File: src/xcvr_ctrl_defines.vh
// Constants for the serial transceiver mode control block.
// Assumes inclusion by bare name from the design files in this folder.
`ifndef XCVR_CTRL_DEFINES_VH
`define XCVR_CTRL_DEFINES_VH
`define CLK_HZ 32'd250_000_000
`define BAUD_MAX_232_FAST 32'd1_000_000
`define BAUD_MAX_SLOW 32'd250_000
`define BAUD_MAX_DIFF_FAST 32'd10_000_000
`define MODE_RS232 2'h0
`define MODE_FULL 2'h1
`define MODE_HALF 2'h2
`define OFS_CTRL 8'h00
`define OFS_BAUD 8'h04
`define OFS_TXDATA 8'h08
`define OFS_RXDATA 8'h0C
`define OFS_STATUS 8'h10
`define OFS_PINS 8'h14
`define CTRL_RESET 32'h0000_0000
`define BAUD_RESET 16'h03E8
`define LAMP_RESET 5'h1F
`endif

File: src/xcvr_mode_ctrl.v
// Top of the serial transceiver mode control: AHB-Lite registers, two transceivers, ECL pair, lamps.
// Assumes one 250 MHz clock, synchronous active-high reset, pins asynchronous to the clock.
//
// The placing of the registers and register access over AHB-Lite were chosen for this implementation.
`timescale 1ns/10ps
`default_nettype none
`include "xcvr_ctrl_defines.vh"
module xcvr_mode_ctrl #(
	parameter NX = 2,
	parameter DW = 16
) (
	// Clock and reset
	input wire CLK_I,
	input wire SRST_I,
	// AHB-Lite slave
	input wire HSEL_I,
	input wire [7:0] HADDR_I,
	input wire [1:0] HTRANS_I,
	input wire HWRITE_I,
	input wire [2:0] HSIZE_I,
	input wire [31:0] HWDATA_I,
	input wire HREADY_I,
	output wire [31:0] HRDATA_O,
	output wire HREADYOUT_O,
	output wire HRESP_O,
	// Transceiver controls and data, one bit per transceiver
	output wire [NX-1:0] SLEW_FAST_O,
	output wire [NX-1:0] DIFFERENTIAL_MODE_SELECT_O,
	output wire [NX-1:0] ONE_PAIR_DIRECTION_SELECT_O,
	output wire [NX-1:0] XCVR_DATA_IN_FIRST_O,
	output wire [NX-1:0] XCVR_DATA_IN_SECOND_O,
	input wire [NX-1:0] XCVR_RECV_OUT_FIRST_I,
	input wire [NX-1:0] XCVR_RECV_OUT_SECOND_I,
	// ECL pair, lamps, board reset request
	output wire DIFF_OUT_DRIVE_O,
	input wire DIFF_IN_DECODED_I,
	output wire [4:0] INDICATOR_LAMP_N_O,
	output wire BOARD_RESET_REQUEST_N_O
);
	////////////////////////////////////////////////////////////////////////////
	// Bit-time limits in clock cycles; a divider below the limit is clamped.
	// Quotients are formed at full width, then cut to the divider width on purpose.
	localparam [31:0] DIV_232_FAST_W = `CLK_HZ / `BAUD_MAX_232_FAST;
	localparam [31:0] DIV_SLOW_W = `CLK_HZ / `BAUD_MAX_SLOW;
	localparam [31:0] DIV_DIFF_FAST_W = `CLK_HZ / `BAUD_MAX_DIFF_FAST;
	localparam [DW-1:0] DIV_232_FAST = DIV_232_FAST_W[DW-1:0];
	localparam [DW-1:0] DIV_SLOW = DIV_SLOW_W[DW-1:0];
	localparam [DW-1:0] DIV_DIFF_FAST = DIV_DIFF_FAST_W[DW-1:0];

	reg [1:0] mode_q [0:NX-1];
	reg [NX-1:0] slew_q;
	reg [NX-1:0] den_q;
	reg [NX-1:0] rts_q;
	reg [NX-1:0] txgo_q;
	reg [7:0] txd_q [0:NX-1];
	reg [7:0] txd2_q [0:NX-1];
	reg [NX-1:0] pend_q;
	reg [DW-1:0] div_q;
	reg ecl_q;
	reg [4:0] lamp_q;
	reg brst_q;
	reg [NX-1:0] ovr_q;
	reg [NX-1:0] rxv_q;
	reg [7:0] rxd_q [0:NX-1];

	wire [DW-1:0] div_eff [0:NX-1];
	wire [NX-1:0] busy;
	wire [NX-1:0] busy2;
	wire [NX-1:0] rxv_a;
	wire [NX-1:0] rxv_b;
	wire [7:0] rxd_a [0:NX-1];
	wire [7:0] rxd_b [0:NX-1];
	wire [NX-1:0] tx_a;
	wire [NX-1:0] tx_b;
	wire [NX-1:0] rxs1;
	wire [NX-1:0] rxs2;

	////////////////////////////////////////////////////////////////////////////
	// Pin synchronisers: two flops before any logic reads a pin.
	reg [NX-1:0] r1_m_q;
	reg [NX-1:0] r1_s_q;
	reg [NX-1:0] r2_m_q;
	reg [NX-1:0] r2_s_q;
	reg ecl_m_q;
	reg ecl_s_q;
	always @(posedge CLK_I)
	begin
		r1_m_q <= XCVR_RECV_OUT_FIRST_I;
		r1_s_q <= r1_m_q;
		r2_m_q <= XCVR_RECV_OUT_SECOND_I;
		r2_s_q <= r2_m_q;
		ecl_m_q <= DIFF_IN_DECODED_I;
		ecl_s_q <= ecl_m_q;
	end
	assign rxs1 = r1_s_q;
	assign rxs2 = r2_s_q;

	////////////////////////////////////////////////////////////////////////////
	// AHB-Lite slave: zero wait states, always OKAY, write data taken in data phase.
	reg wr_q;
	reg rd_q;
	reg [7:0] ad_q;
	reg [31:0] rdata_d;
	wire take = HSEL_I & HREADY_I & HTRANS_I[1];
	assign HREADYOUT_O = 1'b1;
	assign HRESP_O = 1'b0;
	always @(posedge CLK_I)
	begin
		if (SRST_I)
		begin
			wr_q <= 1'b0;
			rd_q <= 1'b0;
			ad_q <= 8'h00;
		end
		else
		begin
			wr_q <= take & HWRITE_I;
			rd_q <= take & ~HWRITE_I;
			ad_q <= HADDR_I;
		end
	end
	wire [NX-1:0] sel_chan;
	wire ctrl_wr = wr_q && ad_q == `OFS_CTRL;
	wire tx_wr = wr_q && ad_q == `OFS_TXDATA;
	wire rx_rd = rd_q && ad_q == `OFS_RXDATA;

	////////////////////////////////////////////////////////////////////////////
	// Per-transceiver control, pin mapping and UARTs.
	genvar g;
	generate
		for (g = 0; g < NX; g = g + 1)
		begin : chan
			// Control byte g: [1:0] mode, [2] fast slew, [3] driver enable, [4] RTS.
			wire [7:0] cb = HWDATA_I[8*g+7:8*g];
			wire idle = ~busy[g] & ~busy2[g] & ~pend_q[g] & ~den_q[g];
			wire diff = (mode_q[g] != `MODE_RS232);
			wire [DW-1:0] lim = !slew_q[g] ? DIV_SLOW : (diff ? DIV_DIFF_FAST : DIV_232_FAST);
			assign div_eff[g] = (div_q < lim) ? lim : div_q;
			always @(posedge CLK_I)
			begin
				if (SRST_I)
				begin
					mode_q[g] <= `MODE_RS232;
					slew_q[g] <= 1'b0;
					den_q[g] <= 1'b0;
					rts_q[g] <= 1'b1;
					pend_q[g] <= 1'b0;
					txd_q[g] <= 8'h00;
					txd2_q[g] <= 8'h00;
					txgo_q[g] <= 1'b0;
					rxv_q[g] <= 1'b0;
					ovr_q[g] <= 1'b0;
					rxd_q[g] <= 8'h00;
				end
				else
				begin
					if (ctrl_wr)
					begin
						// Mode and slew only move with the driver off, nothing pending or sending, and path two not receiving.
						if (idle && cb[1:0] != 2'h3)
						begin
							mode_q[g] <= cb[1:0];
							slew_q[g] <= cb[2];
						end
						den_q[g] <= cb[3];
						rts_q[g] <= cb[4];
					end
					txgo_q[g] <= 1'b0;
					if (tx_wr && HWDATA_I[16+g])
					begin
						txd_q[g] <= HWDATA_I[7:0];
						txd2_q[g] <= HWDATA_I[15:8];
						pend_q[g] <= 1'b1;
					end
					else if (pend_q[g] && !busy[g] && !txgo_q[g])
					begin
						txgo_q[g] <= 1'b1;
						pend_q[g] <= 1'b0;
					end
					// A new byte wins over a read that clears the flag in the same cycle.
					if (rxv_a[g] | rxv_b[g])
					begin
						rxd_q[g] <= diff ? rxd_b[g] : rxd_a[g];
						rxv_q[g] <= 1'b1;
						ovr_q[g] <= ovr_q[g] | rxv_q[g];
					end
					else if (rx_rd)
						rxv_q[g] <= 1'b0;
				end
			end
			// RS232 receive uses path one, differential modes path two.
			xcvr_uart_chan #(.DW(DW)) u_a (
				.clk_i(CLK_I),
				.rst_i(SRST_I),
				.div_i(div_eff[g]),
				.tx_go_i(txgo_q[g]),
				.tx_data_i(txd_q[g]),
				.tx_o(tx_a[g]),
				.tx_busy_o(busy[g]),
				.rx_i(diff ? 1'b1 : rxs1[g]),
				.rx_data_o(rxd_a[g]),
				.rx_valid_o(rxv_a[g]),
				.rx_busy_o()
			);
			// Second channel: RS232 second line, or differential receiver.
			xcvr_uart_chan #(.DW(DW)) u_b (
				.clk_i(CLK_I),
				.rst_i(SRST_I),
				.div_i(div_eff[g]),
				.tx_go_i(txgo_q[g] & ~diff),
				.tx_data_i(txd2_q[g]),
				.tx_o(tx_b[g]),
				.tx_busy_o(),
				.rx_i(rxs2[g]),
				.rx_data_o(rxd_b[g]),
				.rx_valid_o(rxv_b[g]),
				.rx_busy_o(busy2[g])
			);
			assign sel_chan[g] = diff;
			assign SLEW_FAST_O[g] = slew_q[g];
			assign DIFFERENTIAL_MODE_SELECT_O[g] = diff;
			assign ONE_PAIR_DIRECTION_SELECT_O[g] = (mode_q[g] == `MODE_HALF);
			assign XCVR_DATA_IN_FIRST_O[g] = tx_a[g];
			// RS232 second line carries data or RTS; differential modes carry the driver enable.
			assign XCVR_DATA_IN_SECOND_O[g] = diff ? den_q[g] : (rts_q[g] & tx_b[g]);
		end
	endgenerate

	////////////////////////////////////////////////////////////////////////////
	// Pin register, ECL, lamps and board reset request.
	always @(posedge CLK_I)
	begin
		if (SRST_I)
		begin
			div_q <= `BAUD_RESET;
			ecl_q <= 1'b0;
			lamp_q <= `LAMP_RESET;
			brst_q <= 1'b1;
		end
		else
		begin
			if (wr_q && ad_q == `OFS_BAUD)
				div_q <= HWDATA_I[DW-1:0];
			if (wr_q && ad_q == `OFS_PINS)
			begin
				ecl_q <= HWDATA_I[0];
				lamp_q <= HWDATA_I[5:1];
				// Reset request needs a deliberate zero plus key to avoid resetting the carrier.
				brst_q <= ~(HWDATA_I[31:24] == 8'hA5 && !HWDATA_I[6]);
			end
		end
	end
	assign DIFF_OUT_DRIVE_O = ecl_q;
	assign INDICATOR_LAMP_N_O = lamp_q;
	assign BOARD_RESET_REQUEST_N_O = brst_q;

	////////////////////////////////////////////////////////////////////////////
	// Read mux; reads are combinational in the data phase from registered address.
	integer i;
	always @*
	begin
		rdata_d = 32'h0000_0000;
		case (ad_q)
			`OFS_CTRL:
				for (i = 0; i < NX; i = i + 1)
					rdata_d[8*i +: 8] = {3'h0, rts_q[i], den_q[i], slew_q[i], mode_q[i]};
			`OFS_BAUD:
				rdata_d[DW-1:0] = div_q;
			`OFS_RXDATA:
				for (i = 0; i < NX; i = i + 1)
					rdata_d[8*i +: 8] = rxd_q[i];
			`OFS_STATUS:
				for (i = 0; i < NX; i = i + 1)
					rdata_d[8*i +: 8] = {2'h0, sel_chan[i], busy2[i], pend_q[i] | busy[i], ovr_q[i], rxv_q[i], 1'b0};
			`OFS_PINS:
				rdata_d[7:0] = {ecl_s_q, brst_q, lamp_q, ecl_q};
			default:
				rdata_d = 32'h0000_0000;
		endcase
	end
	assign HRDATA_O = rd_q ? rdata_d : 32'h0000_0000;
endmodule
`default_nettype wire

File: src/xcvr_uart_chan.v
// One UART channel: 8N1 transmitter and receiver, one-cycle baud ticks.
// Assumes rx_i is already synchronised to CLK; div sets cycles per bit.
`timescale 1ns/10ps
`default_nettype none
module xcvr_uart_chan #(
	parameter DW = 16
) (
	input wire clk_i,
	input wire rst_i,
	input wire [DW-1:0] div_i,
	input wire tx_go_i,
	input wire [7:0] tx_data_i,
	output reg tx_o,
	output wire tx_busy_o,
	input wire rx_i,
	output reg [7:0] rx_data_o,
	output reg rx_valid_o,
	output wire rx_busy_o
);
	reg [DW-1:0] tcnt_q;
	reg [3:0] tbit_q;
	reg [8:0] tsh_q;
	reg [DW-1:0] rcnt_q;
	reg [3:0] rbit_q;
	reg [7:0] rsh_q;
	assign tx_busy_o = (tbit_q != 4'h0);
	assign rx_busy_o = (rbit_q != 4'h0);
	always @(posedge clk_i)
	begin
		if (rst_i)
		begin
			tcnt_q <= {DW{1'b0}};
			tbit_q <= 4'h0;
			tsh_q <= 9'h1FF;
			tx_o <= 1'b1;
		end
		else if (tbit_q == 4'h0)
		begin
			tx_o <= 1'b1;
			if (tx_go_i)
			begin
				tsh_q <= {tx_data_i, 1'b0};
				tbit_q <= 4'hA;
				tcnt_q <= div_i;
			end
		end
		else
		begin
			tx_o <= tsh_q[0];
			if (tcnt_q <= {{(DW-1){1'b0}}, 1'b1})
			begin
				tcnt_q <= div_i;
				tsh_q <= {1'b1, tsh_q[8:1]};
				tbit_q <= tbit_q - 4'h1;
			end
			else
				tcnt_q <= tcnt_q - {{(DW-1){1'b0}}, 1'b1};
		end
	end
	// Receiver samples at mid-bit; a start bit that is gone at mid-bit is treated as a glitch.
	always @(posedge clk_i)
	begin
		if (rst_i)
		begin
			rcnt_q <= {DW{1'b0}};
			rbit_q <= 4'h0;
			rsh_q <= 8'h00;
			rx_data_o <= 8'h00;
			rx_valid_o <= 1'b0;
		end
		else
		begin
			rx_valid_o <= 1'b0;
			if (rbit_q == 4'h0)
			begin
				if (!rx_i)
				begin
					rbit_q <= 4'hA;
					rcnt_q <= {1'b0, div_i[DW-1:1]};
				end
			end
			else if (rcnt_q <= {{(DW-1){1'b0}}, 1'b1})
			begin
				rcnt_q <= div_i;
				rbit_q <= rbit_q - 4'h1;
				if (rbit_q == 4'hA && rx_i)
					rbit_q <= 4'h0;
				else if (rbit_q == 4'h1)
				begin
					rx_data_o <= rsh_q;
					rx_valid_o <= rx_i;
				end
				else if (rbit_q != 4'hA)
					rsh_q <= {rx_i, rsh_q[7:1]};
			end
			else
				rcnt_q <= rcnt_q - {{(DW-1){1'b0}}, 1'b1};
		end
	end
endmodule
`default_nettype wire

File: config.mk
export PLATFORM = sky130hd
export DESIGN_NAME = xcvr_mode_ctrl
export DESIGN_NICKNAME = d
export VERILOG_FILES = /design/src/xcvr_mode_ctrl.v /design/src/xcvr_uart_chan.v
export VERILOG_INCLUDE_DIRS = /design/src
export SDC_FILE = /design/constraint.sdc
export NUM_CORES = 1
export LEC_CHECK = 0
export ABC_CLOCK_PERIOD_IN_PS = 3500
export BUFFER_PORTS_ARGS = -buffer_cell sky130_fd_sc_hd__buf_4
export CAP_MARGIN = 25
export CORE_UTILIZATION = 57
export DETAILED_ROUTE_END_ITERATION = 16
export GPL_TIMING_DRIVEN = 0
export PLACE_DENSITY = 0.75
export SLEW_MARGIN = 20
export SYNTH_ARGS = -nofsm -noshare
export SYNTH_HDL_FRONTEND = slang
export SYNTH_HIERARCHICAL = 1
export SYNTH_SLANG_ARGS = --single-unit
export TNS_END_PERCENT = 5
File: constraint.sdc
create_clock -name CLK_I -period 3.5 [get_ports CLK_I]
set_input_delay 0.175 -clock CLK_I [delete_from_list [all_inputs] [get_ports CLK_I]]
set_output_delay 0.175 -clock CLK_I [all_outputs]
set_load 0.02 [all_outputs]
== Word-level counts from Yosys, hierarchy flattened ==
Memories as Yosys holds them, arrays and structs flattened.
Index checks and enable logic that the tools add are counted.
Widths: inputs -> output; s select.

* Register bits: 325
* Memory bits (writable): 52
* Input bits: 55
* Output and inout bits: 51
* Memories: 4

{| class="wikitable"
|+ Memory list
! memory !! words !! bits a word !! rd ports !! clocked after Yosys merged registers in !! write ports !! RTL line !! text
|-
| rxd_q || 2 || 8 || 2 || 0 || 2 || xcvr_mode_ctrl.v:64 || <nowiki>reg [7:0] rxd_q [0:NX-1];</nowiki>
|-
| txd2_q || 2 || 8 || 2 || 0 || 2 || xcvr_mode_ctrl.v:56 || <nowiki>reg [7:0] txd2_q [0:NX-1];</nowiki>
|-
| txd_q || 2 || 8 || 2 || 0 || 2 || xcvr_mode_ctrl.v:55 || <nowiki>reg [7:0] txd_q [0:NX-1];</nowiki>
|-
| mode_q || 2 || 2 || 2 || 0 || 2 || xcvr_mode_ctrl.v:50 || <nowiki>reg [1:0] mode_q [0:NX-1];</nowiki>
|}

* $add $sub $neg: 16
* $lt $le $gt $ge: 10
* Equality and inequality tests: 30
* Multiplexer cells: 118
* Bitwise gates (word level): 56
* Reductions and logical operators: 78

{| class="wikitable"
|+ Operators with widths
! cell !! count
|-
| $mux 16 || 27
|-
| $le 16x1->1 const B || 8
|-
| $sub 16x1->16 const B || 8
|-
| $mux 4 || 28
|-
| $mux 9 || 12
|-
| $mux 8 || 10
|-
| $pmux 8 s5 || 1
|-
| $mux 1 || 35
|-
| $logic_not 4->1 || 8
|-
| $lt 16x10->1 || 2
|-
| $pmux 8 s4 || 1
|-
| $sub 4x1->4 const B || 8
|-
| $not 1->1 || 28
|-
| $reduce_bool 2->1 || 14
|-
| $mux 10 || 2
|-
| $reduce_and 2->1 || 10
|-
| $reduce_and 5->1 || 4
|-
| $reduce_or 5->1 || 4
|-
| $logic_and 1x1->1 || 18
|-
| $eq 4x1->1 const B || 4
|-
| $eq 4x4->1 const B || 4
|-
| $eq 8x4->1 const B || 2
|-
| $eq 8x5->1 const B || 2
|-
| $ne 2x2->1 const B || 8
|-
| other kinds (13) || 60
|}

== Longest topological paths before layout ==
* Word-level depth: 11
* Mapped depth: 12
* Depth with buffers taken out: 12

== By module ==
The synthesis kept the hierarchy.

{| class="wikitable"
|+ Modules (own cells, without submodules)
! module !! times used !! cells an instance !! area an instance (um2)
|-
| xcvr_uart_chan at chan[1].u_a ... || 2 || 465 || 3893.7
|-
| xcvr_uart_chan at chan[0].u_a ... || 2 || 450 || 3678.5
|-
| xcvr_mode_ctrl || 1 || 576 || 5491.5
|}

== Worst setup path before layout ==
No wires, ideal clock.

* Path type: reg2reg
* Start: reg slew_q[0], in the netlist SLEW_FAST_O[0]
* End: reg chan[0].u_a.rcnt_q[5]
* Setup time: 141 ps
* Arrival time: 2887 ps
* Path slack: 472 ps
* Cell stages (with the launch flop): 13
* Path buffers: 0
* Cell sequence: dfxtp_1 > o21ai_0 > inv_1 > ha_1 > a21o_1 > nand3_1 > a21oi_1 > nor3_4 > mux2_2 > and3_1 > and4_1 > a41oi_1 > o311ai_0

{| class="wikitable"
|+ RTL lines
! what !! RTL line !! text
|-
| start, declared || xcvr_mode_ctrl.v:51 || <nowiki>reg [NX-1:0] slew_q;</nowiki>
|-
| start signal, assigned by index || xcvr_mode_ctrl.v:163 || <nowiki>slew_q[g] <= cb[2];</nowiki>
|-
| end signal, assigned || xcvr_uart_chan.v:65 || <nowiki>rcnt_q <= {DW{1'b0}};</nowiki>
|-
| end signal, assigned || xcvr_uart_chan.v:79 || <nowiki>rcnt_q <= {1'b0, div_i[DW-1:1]};</nowiki>
|-
| end signal, assigned || xcvr_uart_chan.v:84 || <nowiki>rcnt_q <= div_i;</nowiki>
|-
| end, declared || xcvr_uart_chan.v:23 || <nowiki>reg [DW-1:0] rcnt_q;</nowiki>
|}

==> out/results.txt <==
For this design, the sink count on the clock tree is 377. The overall power after layout is 19.3 mW. The path class of the tightest hold or removal check is in -> reg. Routability-driven placement finished with a final weighted congestion of 0.978. The portion of the post-synthesis area used by sequential elements was 0.391; the met3 wirelength from detailed routing was 6.65 mm.

The share of cells above drive strength 1 is 0.116, and the count of max-cap constraint violations is 0. The fraction of power consumed by sequential logic is 0.307, and the per-instance average area after synthesis is 8.58 um2. The register bit count reported by yosys works out to 377.

The first detailed-routing pass ran for 5 iterations. The run finished with clean final reports. After clock tree synthesis, the clock-pin slew on the worst setup and hold paths is 0.06 ns.

TritonCTS built the clock tree. From synthesis to final layout, the design area changed by 15.3%. The number of global-route vias before repair came out at 18700.

In the post-route analysis, the smallest setup slack over all paths is 0.0801 ns. Timing analysis after detailed placement gives a worst setup slack of -0.434 ns. The quantity of I/O buffers inserted on ports came out at 77. The startpoint kind of the worst setup timing path was a flop. For the maximum ir drop on the vdd rail, the log shows 554 uV. The unique cell type count in the Yosys netlist was 87.

The tools report the half-perimeter wire length after detailed placement as 45.9 mm. The synthesized design contains 52 enable-type register cells. The run gives 0 as the final setup violation count. In this run, CTS created clock tree buffers numbering 42. The mapped cell area is 20600 um2.

Ranked by total cell area, the synthesized netlist is headed by dfxtp_1 (32%), edfxtp_1 (7.6%), mux2i_1 (6.6%). The logs give 0.580 for the initial standard-cell utilization of the core and 0.454 for the combinational share of power. Final hold violation count: 0. The worst clock skew on the final layout was 0.0205 ns. The count of synthesis-stage warnings from yosys was 6; the via-per-instance ratio was 6.53. Clock root buffer: clkbuf_16. For the worst-skew pair, the clock arrives at the later sink with an insertion delay of 0.57 ns.

The most area-hungry cell type in the Yosys netlist is dfxtp_1. The logs give 0.291 for the worst relative slew slack and 18 for the maximum number of pins on one net before global-route repair. Timing would allow up to 292 MHz.

For the final total negative setup slack, the log shows 0 ns. The flip-flop cell with the highest count after synthesis is dfxtp_1. The worst path needs 3.42 ns of the cycle, external delays included. The global routing usage summed across all routing layers is 0.351.

The detailed router finished its first iteration with 1875 violations. The post-detailed-route DRC marker count was 0. The share of Yosys cell area claimed by the top area cell type was 0.315; the critical path required time was 3.92 ns. The final layout contains routed wiring with a total length of 65.5 mm. After detailed routing, no signal wire sits above met4. STA classifies the critical path endpoint as a flop. For the number of max-slew violations in the final report, the log shows 0.

Summing over every cut layer, the via total after detailed routing is 20100. After global routing the overflow that remains totals 0. The portion of the clock cycle consumed by the worst path in the final layout was 0.977; the switching share of power was 0.428. The floorplan has 69 rows. For the post-detailed-placement cell area, the log shows 21900 um2. The cell count after placement was 2961.

The first global-routing pass estimated 102 mm of wire. The detailed-routing wirelength on met1 was 26.9 mm; the hold path depth was 2. Once layout is complete, the cells apart from fillers number 3076. The tools report the endpoint arrival time on the critical path as 3.84 ns. The region available for standard cell placement spans 35600 um2. The critical path start-end classification was reg -> reg.

The net count of the finished layout is 2690. The amount of wire on met2 after detailed routing is 29.2 mm, and the height of the die is 192 um. For the worst flop-to-flop path, the logic depth is 12. The post-route antenna net violation count was 0.

The die covers 37000 um2. Cell internal power was estimated by the tool at 11.1 mW. Setup repair after global routing could not meet its margin everywhere. The number of antenna violations at the first check in global routing was 2. The net switching power figure is 8.27 mW.

The die is 192 um wide. For the leakage power, the log shows 8.98 nW. For the total number of H-tree levels, the log shows 2.

The logs give 2935 for the number of filler instances in the final layout and 106 for the number of top-level design ports. For this design the ratio of total power to cell area is 813 nW/um2. The share of async-settable or async-resettable flops after synthesis came out at 0. Along the worst path, the maximum fanout reaches 6.

The clock passes through at most 3 buffers. For the cell area after layout, the log shows 23800 um2. The run gives 2406 as the instance count of the mapped netlist. The proportion of power drawn by the clock network came out at 0.240. Slew at the pin with the worst max-slew slack: 1.05 ns. Routed wire length per instance: 21.3 um.
registers in the layout, summed over array words and instances, names as in the netlist, 16 cells and up:
signal,count
chan.u_b/tcnt_q,32
chan.u_a/rx_data_o,16
chan.u_a/tcnt_q,32
div_q,16
txd2_q,16
chan.u_b/rcnt_q,32
chan.u_b/rsh_q,16
chan.u_a/rsh_q,16
chan.u_a/rcnt_q,32
chan.u_b/rx_data_o,16
chan.u_a/tsh_q,18
rxd_q,16
chan.u_b/tsh_q,18
txd_q,16
layer usage:
| metal | vias to the layer above | GRT usage |
|---|---|---|
| met5 | - | 0 |
| met1 | 9528 | 0.469 |
| li1 | 9226 | - |
| met3 | 217 | 0.0775 |
| met2 | 1105 | 0.543 |
| met4 | 0 | 0.154 |
per-stage QoR:
stage,utilization,hold slack [ns]
finish,0.669,0.254
floorplan,-,0.203
CTS,0.667,0.238
global placement,0.614,0.280
detailed placement,0.615,0.281
global route,0.669,0.267
power groups by stage:
stage                     Clock (mW)  Combinational (mW)  Sequential, mW
after floorplan                    0                6.55            5.77
after global placement             0                8.26            5.93
after detailed placement           0                8.47            5.97
after CTS                       4.66                8.56            5.89
after global routing            4.84                9.57            6.03
final                           4.64                8.78            5.93
timing repair:
action | 4_1_cts | 5_1_grt
pin swaps | 1 | 2
hold buffers | 38 | 0
cloned | 0 | 1
setup endpoints to repair | 44 | 42
setup buffers | 0 | 2
resized for setup | 12 | 13
hold endpoints to repair | 67 | 0
logic make-up after synthesis:
| family | after synthesis | share of synthesized area |
|---|---|---|
| compound gates | 497 | 0.168 |
| simple gates | 1038 | 0.263 |
| fa+ha+maj | 50 | 0.0303 |
| other cells | 2 | 0.000364 |
| buf+inv | 241 | 0.0507 |
| flops | 377 | 0.391 |
| xor+xnor | 44 | 0.0187 |
| mux | 157 | 0.0774 |
path summary, 6_finish.rpt:
kind	from	end	slack [ns]
min	XCVR_RECV_OUT_FIRST_I[0]	r1_m_q[0]	0.25
min reg2reg	r2_m_q[1]	r2_s_q[1]	0.32
max	mode_q[1][1]	chan[1].u_b/rcnt_q[6]	0.08
max reg2reg	mode_q[1][1]	chan[1].u_b/rcnt_q[6]	0.08
final cells by class:
cell class	count	area [um2]	area share
Antenna cell	1	2.50	0.000105
Sequential cell	377	8070	0.339
Clock inverter	8	108	0.00452
Clock buffer	65	1330	0.0559
Timing Repair Buffer	118	978	0.0411
Tap cell	461	577	0.0242
Inverter	76	285	0.0120
Buffer	165	767	0.0322
Multi-Input combinational cell	1805	11700	0.491
cell usage in the layout, fill, tap and decap left out, types with 71 or more instances in the layout:
master      n
dfxtp_1   323
nor2_1    242
nand2_1   229
mux2i_1   131
nor3_1    126
a21oi_1   113
clkbuf_1  108
buf_4     104
nand3_1    94
inv_1      71
synth_stat cells (40+ instances only):
| cell | instances |
|---|---|
| edfxtp_1 | 52 |
| ha_1 | 50 |
| nor2_1 | 242 |
| nor3_1 | 126 |
| dfxtp_1 | 325 |
| o21ai_0 | 63 |
| and2_1 | 46 |
| nand3_1 | 94 |
| nand2_1 | 229 |
| nor4_1 | 49 |
| clkbuf_1 | 104 |
| a41oi_1 | 40 |
| inv_1 | 71 |
| a21oi_1 | 113 |
| mux2i_1 | 136 |
worst max-delay path: stages, from the launching register on:
cell	delay (ns)
edfxtp_1	0.57
o21ai_4	0.28
inv_1	0.14
ha_1	0.32
a21o_1	0.19
nand3_1	0.09
a21oi_1	0.18
nor3_4	0.43
mux2_2	0.51
mux2i_1	0.17
nor3_1	0.06
a41oi_1	0.20
o31ai_1	0.10
Note: power is estimated with default switching activity, not from simulation.
